`src/core/ceas_defs.vh`:
```
// Constants of the communication error action and status parameter bank.
// Assumes parameter numbers arrive as plain binary on the access port.
`ifndef CEAS_DEFS_VH
`define CEAS_DEFS_VH

// Parameter numbers used as register indices
`define CEAS_IDX_ACTION_SEL    10'h139
`define CEAS_IDX_STATUS_WORD   10'h2a8
`define CEAS_IDX_CTRL_WORD     10'h2ae

// Reset values
`define CEAS_ACTION_RESET      3'h0
`define CEAS_CTRL_RESET        16'h0000

// Error action codes
`define CEAS_ACT_OFF           3'h0
`define CEAS_ACT_RAMP_STOP     3'h1
`define CEAS_ACT_GEN_DISABLE   3'h2
`define CEAS_ACT_GO_LOCAL      3'h3
`define CEAS_ACT_OFF_ALT       3'h4
`define CEAS_ACT_FAULT         3'h5

// Control word fields
`define CEAS_CW_START          0
`define CEAS_CW_ENABLE         1
`define CEAS_CW_JOG            2
`define CEAS_CW_REVERSE        3
`define CEAS_CW_REMOTE         4
`define CEAS_CW_FAULT_RESET    7
`define CEAS_CW_USED_MASK      16'h009f

// Status word fields
`define CEAS_SW_RUNNING        0
`define CEAS_SW_ENABLED        1
`define CEAS_SW_JOG            2
`define CEAS_SW_ACCEL          3
`define CEAS_SW_POST_STOP      4
`define CEAS_SW_FULL_VOLT      5
`define CEAS_SW_ALARM          6
`define CEAS_SW_DECEL          7
`define CEAS_SW_REMOTE         8
`define CEAS_SW_BRAKING        9
`define CEAS_SW_REVERSING      10
`define CEAS_SW_REVERSE        11
`define CEAS_SW_BYPASS         12
`define CEAS_SW_CONFIG         13
`define CEAS_SW_MAINS          14
`define CEAS_SW_FAULT          15

`endif

```
`src/core/ceas_top.v`:
```
// Communication error action and drive status word parameter bank.
// Assumes all drive state inputs and the access port run on clock_i.
//
// How it works
// - Settings 0 and 4 leave the drive untouched on a communication error.
// - Setting 1 clears the start bit, giving a ramp stop.
// - Setting 2 clears the general enable bit, motor coasts.
// - Setting 3 clears the remote bit, sending commands to local.
// - Setting 5 latches a fault instead of alarm until fault reset.
// - Module offline and module access error are separate error codes.
// - Action writes control word bits, only when network is command source.
// - Status word is a read-only 16-bit reflection of drive state.
// - Bit 0 running; bit 1 set only when all enable sources agree.
// - Bit 2 jog active; bit 3 whole acceleration phase.
// - Bit 4 post-stop interval elapsing; bit 5 full voltage applied.
// - Bit 6 any alarm active; bit 7 throughout deceleration.
// - Bit 8 remote versus local; bit 9 braking.
// - Bit 10 reversal in progress; bit 11 reverse rotation.
// - Bit 13 configuration mode, during which enabling is refused.
// - Bit 14 set only when all three mains phases are present.
// - Bit 15 set whenever any fault has been detected.
// - Control word is 16 bits and resets to zero.
// - Control bits: 0 start, 1 enable, 4 remote, 7 fault reset.
// - Only the fieldbus source may write the control word.
`timescale 1ns/1ps
`include "ceas_defs.vh"

module ceas_top (
    input  wire        clock_i,
    input  wire        resetn_i,
    // Parameter access port
    input  wire        acc_req_i,
    input  wire        acc_write_i,
    input  wire        acc_from_fieldbus_i,
    input  wire [9:0]  acc_index_i,
    input  wire [15:0] acc_wdata_i,
    output reg         acc_ack_o,
    output reg         acc_err_o,
    output reg  [15:0] acc_rdata_o,
    // Communication module condition
    input  wire        module_offline_i,
    input  wire        module_access_err_i,
    input  wire        network_is_cmd_source_i,
    // Drive state
    input  wire        motor_running_i,
    input  wire [3:0]  enable_sources_i,
    input  wire        jog_active_i,
    input  wire        accelerating_i,
    input  wire        post_stop_interval_i,
    input  wire        full_voltage_i,
    input  wire        drive_alarm_i,
    input  wire        decelerating_i,
    input  wire        remote_mode_i,
    input  wire        braking_i,
    input  wire        reversing_i,
    input  wire        reverse_rotation_i,
    input  wire        bypass_closed_i,
    input  wire        config_mode_i,
    input  wire [2:0]  mains_phase_ok_i,
    input  wire        drive_fault_i,
    // Results
    output reg  [15:0] network_control_word_o,
    output reg  [15:0] drive_status_word_o,
    output reg  [2:0]  comm_error_action_select_o,
    output reg         general_enable_o,
    output reg         module_offline_alarm_o,
    output reg         module_access_alarm_o,
    output reg         module_offline_fault_o,
    output reg         module_access_fault_o
);

    reg  [1:0]  rst_sync_q;
    wire        rst_n;

    reg  [2:0]  action_q;
    reg  [2:0]  action_d;
    reg  [15:0] ctrl_q;
    reg  [15:0] ctrl_d;
    reg         offline_q;
    reg         access_q;
    reg         off_fault_q;
    reg         off_fault_d;
    reg         acc_fault_q;
    reg         acc_fault_d;
    reg  [15:0] status_d;
    reg         ack_d;
    reg         err_d;
    reg  [15:0] rdata_d;

    wire        off_rise;
    wire        acc_rise;
    wire        err_rise;
    wire        fault_mode;
    wire        ctrl_wr;
    wire        sel_wr;
    wire        fault_reset_req;
    wire [1:0]  acc_region;

    // Register regions of the parameter index
    localparam [1:0] REG_NONE   = 2'b00;
    localparam [1:0] REG_ACTION = 2'b01;
    localparam [1:0] REG_STATUS = 2'b10;
    localparam [1:0] REG_CTRL   = 2'b11;

    // Index decode shared by the write strobes and the read answer
    function [1:0] region_of;
        input [9:0] index;
        begin
            if (index == `CEAS_IDX_ACTION_SEL) begin
                region_of = REG_ACTION;
            end else if (index == `CEAS_IDX_STATUS_WORD) begin
                region_of = REG_STATUS;
            end else if (index == `CEAS_IDX_CTRL_WORD) begin
                region_of = REG_CTRL;
            end else begin
                region_of = REG_NONE;
            end
        end
    endfunction

    assign acc_region = region_of(acc_index_i);

    // Reset release through two flip-flops
    always @(posedge clock_i or negedge resetn_i) begin
        if (!resetn_i) begin
            rst_sync_q <= 2'b00;
        end else begin
            rst_sync_q <= {rst_sync_q[0], 1'b1};
        end
    end
    assign rst_n = rst_sync_q[1];

    assign off_rise   = module_offline_i & ~offline_q;
    assign acc_rise   = module_access_err_i & ~access_q;
    assign err_rise   = off_rise | acc_rise;
    assign fault_mode = (action_q == `CEAS_ACT_FAULT);

    // control word writes only from fieldbus
    assign ctrl_wr = acc_req_i & acc_write_i & acc_from_fieldbus_i
                     & (acc_region == REG_CTRL);
    // Action setting may change only with the motor stopped
    assign sel_wr  = acc_req_i & acc_write_i & ~motor_running_i
                     & (acc_region == REG_ACTION)
                     & (acc_wdata_i[15:3] == 13'h0000)
                     & (acc_wdata_i[2:0] <= `CEAS_ACT_FAULT);
    assign fault_reset_req = ctrl_wr & acc_wdata_i[`CEAS_CW_FAULT_RESET];

    always @* begin
        action_d = action_q;
        if (sel_wr) begin
            action_d = acc_wdata_i[2:0];
        end
    end

    always @* begin
        ctrl_d = ctrl_q;
        if (ctrl_wr) begin
            ctrl_d = acc_wdata_i;
        end
        // action only under network command source
        if (err_rise && network_is_cmd_source_i) begin
            case (action_q)
                `CEAS_ACT_RAMP_STOP: begin
                    ctrl_d[`CEAS_CW_START] = 1'b0;
                end
                `CEAS_ACT_GEN_DISABLE: begin
                    ctrl_d[`CEAS_CW_ENABLE] = 1'b0;
                end
                `CEAS_ACT_GO_LOCAL: begin
                    ctrl_d[`CEAS_CW_REMOTE] = 1'b0;
                end
                // settings 0 and 4 keep the present state
                `CEAS_ACT_OFF, `CEAS_ACT_OFF_ALT: begin
                    ctrl_d = ctrl_d;
                end
                // fault mode latches a fault, word untouched
                `CEAS_ACT_FAULT: begin
                    ctrl_d = ctrl_d;
                end
                default: begin
                    ctrl_d = ctrl_d;
                end
            endcase
        end
    end

    // latched faults; a new error beats a same-cycle reset
    always @* begin
        off_fault_d = off_fault_q;
        acc_fault_d = acc_fault_q;
        if (fault_reset_req) begin
            off_fault_d = 1'b0;
            acc_fault_d = 1'b0;
        end
        if (fault_mode && module_offline_i && (off_rise || !fault_reset_req)) begin
            off_fault_d = off_fault_d | off_rise;
        end
        if (fault_mode && module_access_err_i && (acc_rise || !fault_reset_req)) begin
            acc_fault_d = acc_fault_d | acc_rise;
        end
    end

    always @* begin
        status_d = 16'h0000;
        status_d[`CEAS_SW_RUNNING]   = motor_running_i;
        status_d[`CEAS_SW_ENABLED]   = (&enable_sources_i) & ~config_mode_i;
        status_d[`CEAS_SW_JOG]       = jog_active_i;
        status_d[`CEAS_SW_ACCEL]     = accelerating_i;
        status_d[`CEAS_SW_POST_STOP] = post_stop_interval_i;
        status_d[`CEAS_SW_FULL_VOLT] = full_voltage_i;
        status_d[`CEAS_SW_ALARM]     = drive_alarm_i
                                       | (~fault_mode & (module_offline_i | module_access_err_i));
        status_d[`CEAS_SW_DECEL]     = decelerating_i;
        status_d[`CEAS_SW_REMOTE]    = remote_mode_i;
        status_d[`CEAS_SW_BRAKING]   = braking_i;
        status_d[`CEAS_SW_REVERSING] = reversing_i;
        status_d[`CEAS_SW_REVERSE]   = reverse_rotation_i;
        status_d[`CEAS_SW_BYPASS]    = bypass_closed_i;
        status_d[`CEAS_SW_CONFIG]    = config_mode_i;
        status_d[`CEAS_SW_MAINS]     = &mains_phase_ok_i;
        status_d[`CEAS_SW_FAULT]     = drive_fault_i | off_fault_q | acc_fault_q;
    end

    // Access answer: one cycle after the request
    always @* begin
        ack_d   = acc_req_i;
        err_d   = 1'b0;
        rdata_d = 16'h0000;
        if (acc_req_i) begin
            if (acc_region == REG_ACTION) begin
                rdata_d = {13'h0000, action_q};
                err_d   = acc_write_i & ~sel_wr;
            end else if (acc_region == REG_STATUS) begin
                // writes refused
                // Read data is the registered copy, one cycle behind the pins
                rdata_d = drive_status_word_o;
                err_d   = acc_write_i;
            end else if (acc_region == REG_CTRL) begin
                rdata_d = ctrl_q;
                err_d   = acc_write_i & ~acc_from_fieldbus_i;
            end else begin
                err_d   = 1'b1;
            end
        end
    end

    // Setting and control word; outputs copy the next value so they match the registers
    always @(posedge clock_i or negedge rst_n) begin
        if (!rst_n) begin
            action_q                   <= `CEAS_ACTION_RESET;
            comm_error_action_select_o <= `CEAS_ACTION_RESET;
            ctrl_q                     <= `CEAS_CTRL_RESET;
            network_control_word_o     <= `CEAS_CTRL_RESET;
            general_enable_o           <= 1'b0;
        end else begin
            action_q                   <= action_d;
            comm_error_action_select_o <= action_d;
            ctrl_q                     <= ctrl_d;
            network_control_word_o     <= ctrl_d;
            general_enable_o           <= ctrl_d[`CEAS_CW_ENABLE] & ~config_mode_i;
        end
    end

    // previous error levels for the edge detectors
    always @(posedge clock_i or negedge rst_n) begin
        if (!rst_n) begin
            offline_q <= 1'b0;
            access_q  <= 1'b0;
        end else begin
            offline_q <= module_offline_i;
            access_q  <= module_access_err_i;
        end
    end

    always @(posedge clock_i or negedge rst_n) begin
        if (!rst_n) begin
            off_fault_q            <= 1'b0;
            acc_fault_q            <= 1'b0;
            module_offline_fault_o <= 1'b0;
            module_access_fault_o  <= 1'b0;
        end else begin
            off_fault_q            <= off_fault_d;
            acc_fault_q            <= acc_fault_d;
            module_offline_fault_o <= off_fault_d;
            module_access_fault_o  <= acc_fault_d;
        end
    end

    // separate alarm per error kind, silenced in fault mode
    always @(posedge clock_i or negedge rst_n) begin
        if (!rst_n) begin
            module_offline_alarm_o <= 1'b0;
            module_access_alarm_o  <= 1'b0;
        end else begin
            module_offline_alarm_o <= module_offline_i & ~fault_mode;
            module_access_alarm_o  <= module_access_err_i & ~fault_mode;
        end
    end

    // Access answer, standing for one cycle
    always @(posedge clock_i or negedge rst_n) begin
        if (!rst_n) begin
            acc_ack_o   <= 1'b0;
            acc_err_o   <= 1'b0;
            acc_rdata_o <= 16'h0000;
        end else begin
            acc_ack_o   <= ack_d;
            acc_err_o   <= err_d;
            acc_rdata_o <= rdata_d;
        end
    end

    always @(posedge clock_i or negedge rst_n) begin
        if (!rst_n) begin
            drive_status_word_o <= 16'h0000;
        end else begin
            drive_status_word_o <= status_d;
        end
    end

endmodule // ceas_top

```
`config.mk`:
```
export PLATFORM = sky130hd
export DESIGN_NAME = ceas_top
export DESIGN_NICKNAME = d
export VERILOG_FILES = /design/src/core/ceas_top.v
export VERILOG_INCLUDE_DIRS = /design/src /design/src/core
export SDC_FILE = /design/constraint.sdc
export NUM_CORES = 1
export LEC_CHECK = 0
export ABC_AREA = 0
export BUFFER_PORTS_ARGS = -buffer_cell sky130_fd_sc_hd__buf_4
export CORE_AREA = 5 5 87 73
export DETAILED_ROUTE_END_ITERATION = 8
export DIE_AREA = 0 0 92 78
export PLACE_DENSITY_LB_ADDON = 0.25
export SLEW_MARGIN = 20
export SYNTH_ARGS = -nofsm -noshare
export SYNTH_HDL_FRONTEND = slang
export SYNTH_SLANG_ARGS = --single-unit
export TNS_END_PERCENT = 5
```
`constraint.sdc`:
```
create_clock -name clock_i -period 2.3 [get_ports clock_i]
set_input_delay 0 -clock clock_i [delete_from_list [all_inputs] [get_ports clock_i]]
set_output_delay 0 -clock clock_i [all_outputs]
set_load 0.03 [all_outputs]
```
==> impl_results.md <==
- Synth-to-Final Area Change: 65.2%
- RSZ-0062 raised after global routing: false
- Fill count: 361
- Worst-path cell chain: dlygate4sd3_1, buf_4, nor4_1, nand3_1, a211oi_1, and2_1, mux2_2
- Max stage delay on crit path: 0.55 ns
- Top FF cell, synth: dfrtp_1
- # nets final: 390
- CTS tree: built
- Critical Path Slowest Stage Cell: dlygate4sd3_1
- Vias: 2065
- Count leader, synth: dfrtp_1
- IO Count: 113
- Fmax: 514 MHz
- Number of antenna violations at the first check in global routing: 1
- Clock Tree Root: clkbuf_8
- Setup_tns: 0 ns
- CP arrival: 2.16 ns
- IO buf count: 112
- Synth cell types: 41
- Fin crit share: 84.6%
- Worst r2r path cells: 4
- Final HPWL DP: 4.90 mm
- Max-slew violations: 0
- Die area: 7180 um2
- Clk buf depth: 2
- Clk slew on worst S/H paths: 0.07 ns
- Clock sink count: 62
- FF+latch count, synth: 62
- Crit path kind: in2reg
- Most frequent cells after synthesis: 62 x dfrtp_1, 17 x nor2_1, 15 x a22oi_1, 15 x mux2_2, 7 x nand2_1
- H-tree depth: 3
- DRC viols: 0
- Worst min path class: in2reg
- Synth area leaders: dfrtp_1 65%, mux2_2 7.1%, a22oi_1 4.7%
- DRT antenna net count: 0
- Fin cells: 406
- Vias/cell: 5.09
- WL final: 7.07 mm
- Sequential Area: 1550 um2
- Mean area per synthesized cell: 13.6 um2
- Worst hold stages: 4
- Synth Cell Area: 2370 um2
- Yosys top cell area share: 65.3%
- Crit-path leading delay family: simple AND/OR/NAND/NOR gates
- GRT overflow: 0
- Clock Skew: 0.00837 ns
- Syn_nets: 229
- CP Capture Type: flop
- Die W: 92 um
- Final hold viol count: 0
- Crit path buffers/inverters: 2
- Max cap viols: 0
- Synth Instances: 174
- Fin crit period: 1.95 ns
- Final Setup Violations: 0
- Area leader, netlist: dfrtp_1
- WL/cell: 17.4 um
- TritonCTS buffer count: 9
- Post-synth EDFFs: 0
- Vias in the first global route: 2232
- Total stage count of the critical path: 7
- Post_cts resized: 0
- Iteration-0 DRC Markers: 90
- Starting Density: 44.4%
- Core region area: 5350 um2
- 1st-pass router iterations: 5
- Slew @ Worst Pin: 0.698 ns
- Setup slack, reg-to-reg: 0.82 ns
- Largest net degree at the start of global routing: 32
- Routability cong.: 0.842
- Inst Count DP: 350
- Max VDD drop: 0.325 mV
- CP max FO: 3
- LEAKAGE: 1.93 nW
- PwrDens: 627 nW/um2
- Worst skew pair latency: 0.33 ns
- Die Span Y: 78 um
- Row cnt: 24
- Slew headroom: 53.4%
- GRT Util Overall: 20.8%
- Yosys warnings: 0
- Crit path launch type: input pin
- Sequential element share of the synthesized area: 65.3%
- Multi-input logic area: 779 um2
- Share of cells above drive strength 1: 45.0%
- Outcome: complete, no violations
- Async SR Flop Fraction: 100%
- First-pass GRT wire length: 11.4 mm
- Worst Path Required: 2.51 ns
[layer usage]
metal  share of wire, %  up-vias  global-route usage, %
li1                   -      950                      -
met1                 40     1028                   25.2
met2                 51       77                   34.5
met3                6.9       10                   7.35
met4                1.9        0                   7.86
met5                  0        -                      0
[tightest hold or removal path: cells and delay by family]
| family | cells | cell delay (ns) |
|---|---|---|
| simple gates | 3 | 0.25 |
| buf+inv | 1 | 0.12 |
[logic make-up after synthesis]
group	count (synthesis)	share of synthesized area, %
DFF	62	65.3
and+or+nand+nor	57	15.3
AOI/OAI and AO/OA	28	8.64
muxes	18	8.38
buffers and inverters	7	1.84
xor gates and xnor gates	1	0.369
other	1	0.158
[registers in the layout, summed over array words and instances, names as in the netlist]
| register | count |
|---|---|
| acc_rdata_o | 16 |
| ctrl_q | 16 |
| drive_status_word_o | 16 |
| action_q | 3 |
| rst_sync_q | 2 |
| acc_ack_o | 1 |
| acc_err_o | 1 |
| acc_fault_q | 1 |
| access_q | 1 |
| general_enable_o | 1 |
| module_access_alarm_o | 1 |
| module_offline_alarm_o | 1 |
| off_fault_q | 1 |
| offline_q | 1 |
[placed cells by master (no fill, tap or decap), types with 2 or more instances in the layout]
cell	netlist	layout
nor3_1	3	3
nand3_1	3	3
dlygate4sd3_1	0	39
clkinv_2	0	2
a21boi_0	2	2
clkbuf_8	0	11
nor2b_1	2	2
o2bb2ai_1	2	2
nor4_1	3	3
a21oi_1	3	3
nand4_1	2	2
inv_1	2	2
buf_4	1	115
bufinv_16	0	2
nor2_1	17	17
or3_1	2	2
and2_1	3	3
mux2i_1	3	3
a22oi_1	15	15
nand2_1	7	7
nand2b_1	4	4
dfrtp_1	62	61
mux2_2	15	15
[cell type report]
cell class	count	area share (%)
repair buffers	155	32.5
multi-input cells	105	19.9
clock inverters	4	1.79
well taps	65	2.07
diodes	1	0.0638
flip-flops and latches	62	39.6
inverters	2	0.191
clock buffers	12	3.96
[through the flow]
stage,power [W],utilization [%],instance area (um2),setup slack [ns],hold WS [ns]
2_1_floorplan,0.00123,-,2370,0.446,-0.296
3_3_place_gp,0.00136,61.8,3300,0.619,-0.217
3_5_place_dp,0.00137,61.8,3300,0.588,-0.217
4_1_cts,0.00248,73.3,3920,0.397,0.0538
5_1_grt,0.00256,73.4,3920,0.289,0.0699
6_report,0.00246,73.4,3920,0.354,0.0691
[report_power, final]
part,total (W),leakage (nW),internal [W],switching (W)
combinational,0.000261,1.01,0.000144,0.000117
clock,0.00106,0.116,0.000666,0.000395
sequential,0.00114,0.805,0.00111,0.0000236
[final timing paths]
| check | startpoint | endpoint |
|---|---|---|
| setup / recovery | acc_wdata_i[6] | action_q[2] |
| hold / removal | acc_from_fieldbus_i | ctrl_q[7] |
| setup reg to reg | action_q[0] | drive_status_word_o[6] |
| hold reg to reg | rst_sync_q[1] | drive_status_word_o[11] |
| max in group asynchronous | rst_sync_q[1] | ctrl_q[10] |
| min in group asynchronous | rst_sync_q[1] | drive_status_word_o[11] |
[repair_timing]
item,CTS,global route
endpoints found under the setup margin,0,0
hold buffers,39,0
endpoints found under the hold margin,49,0
buffers inserted,0,0
Note: power is estimated with default switching activity, not from simulation.
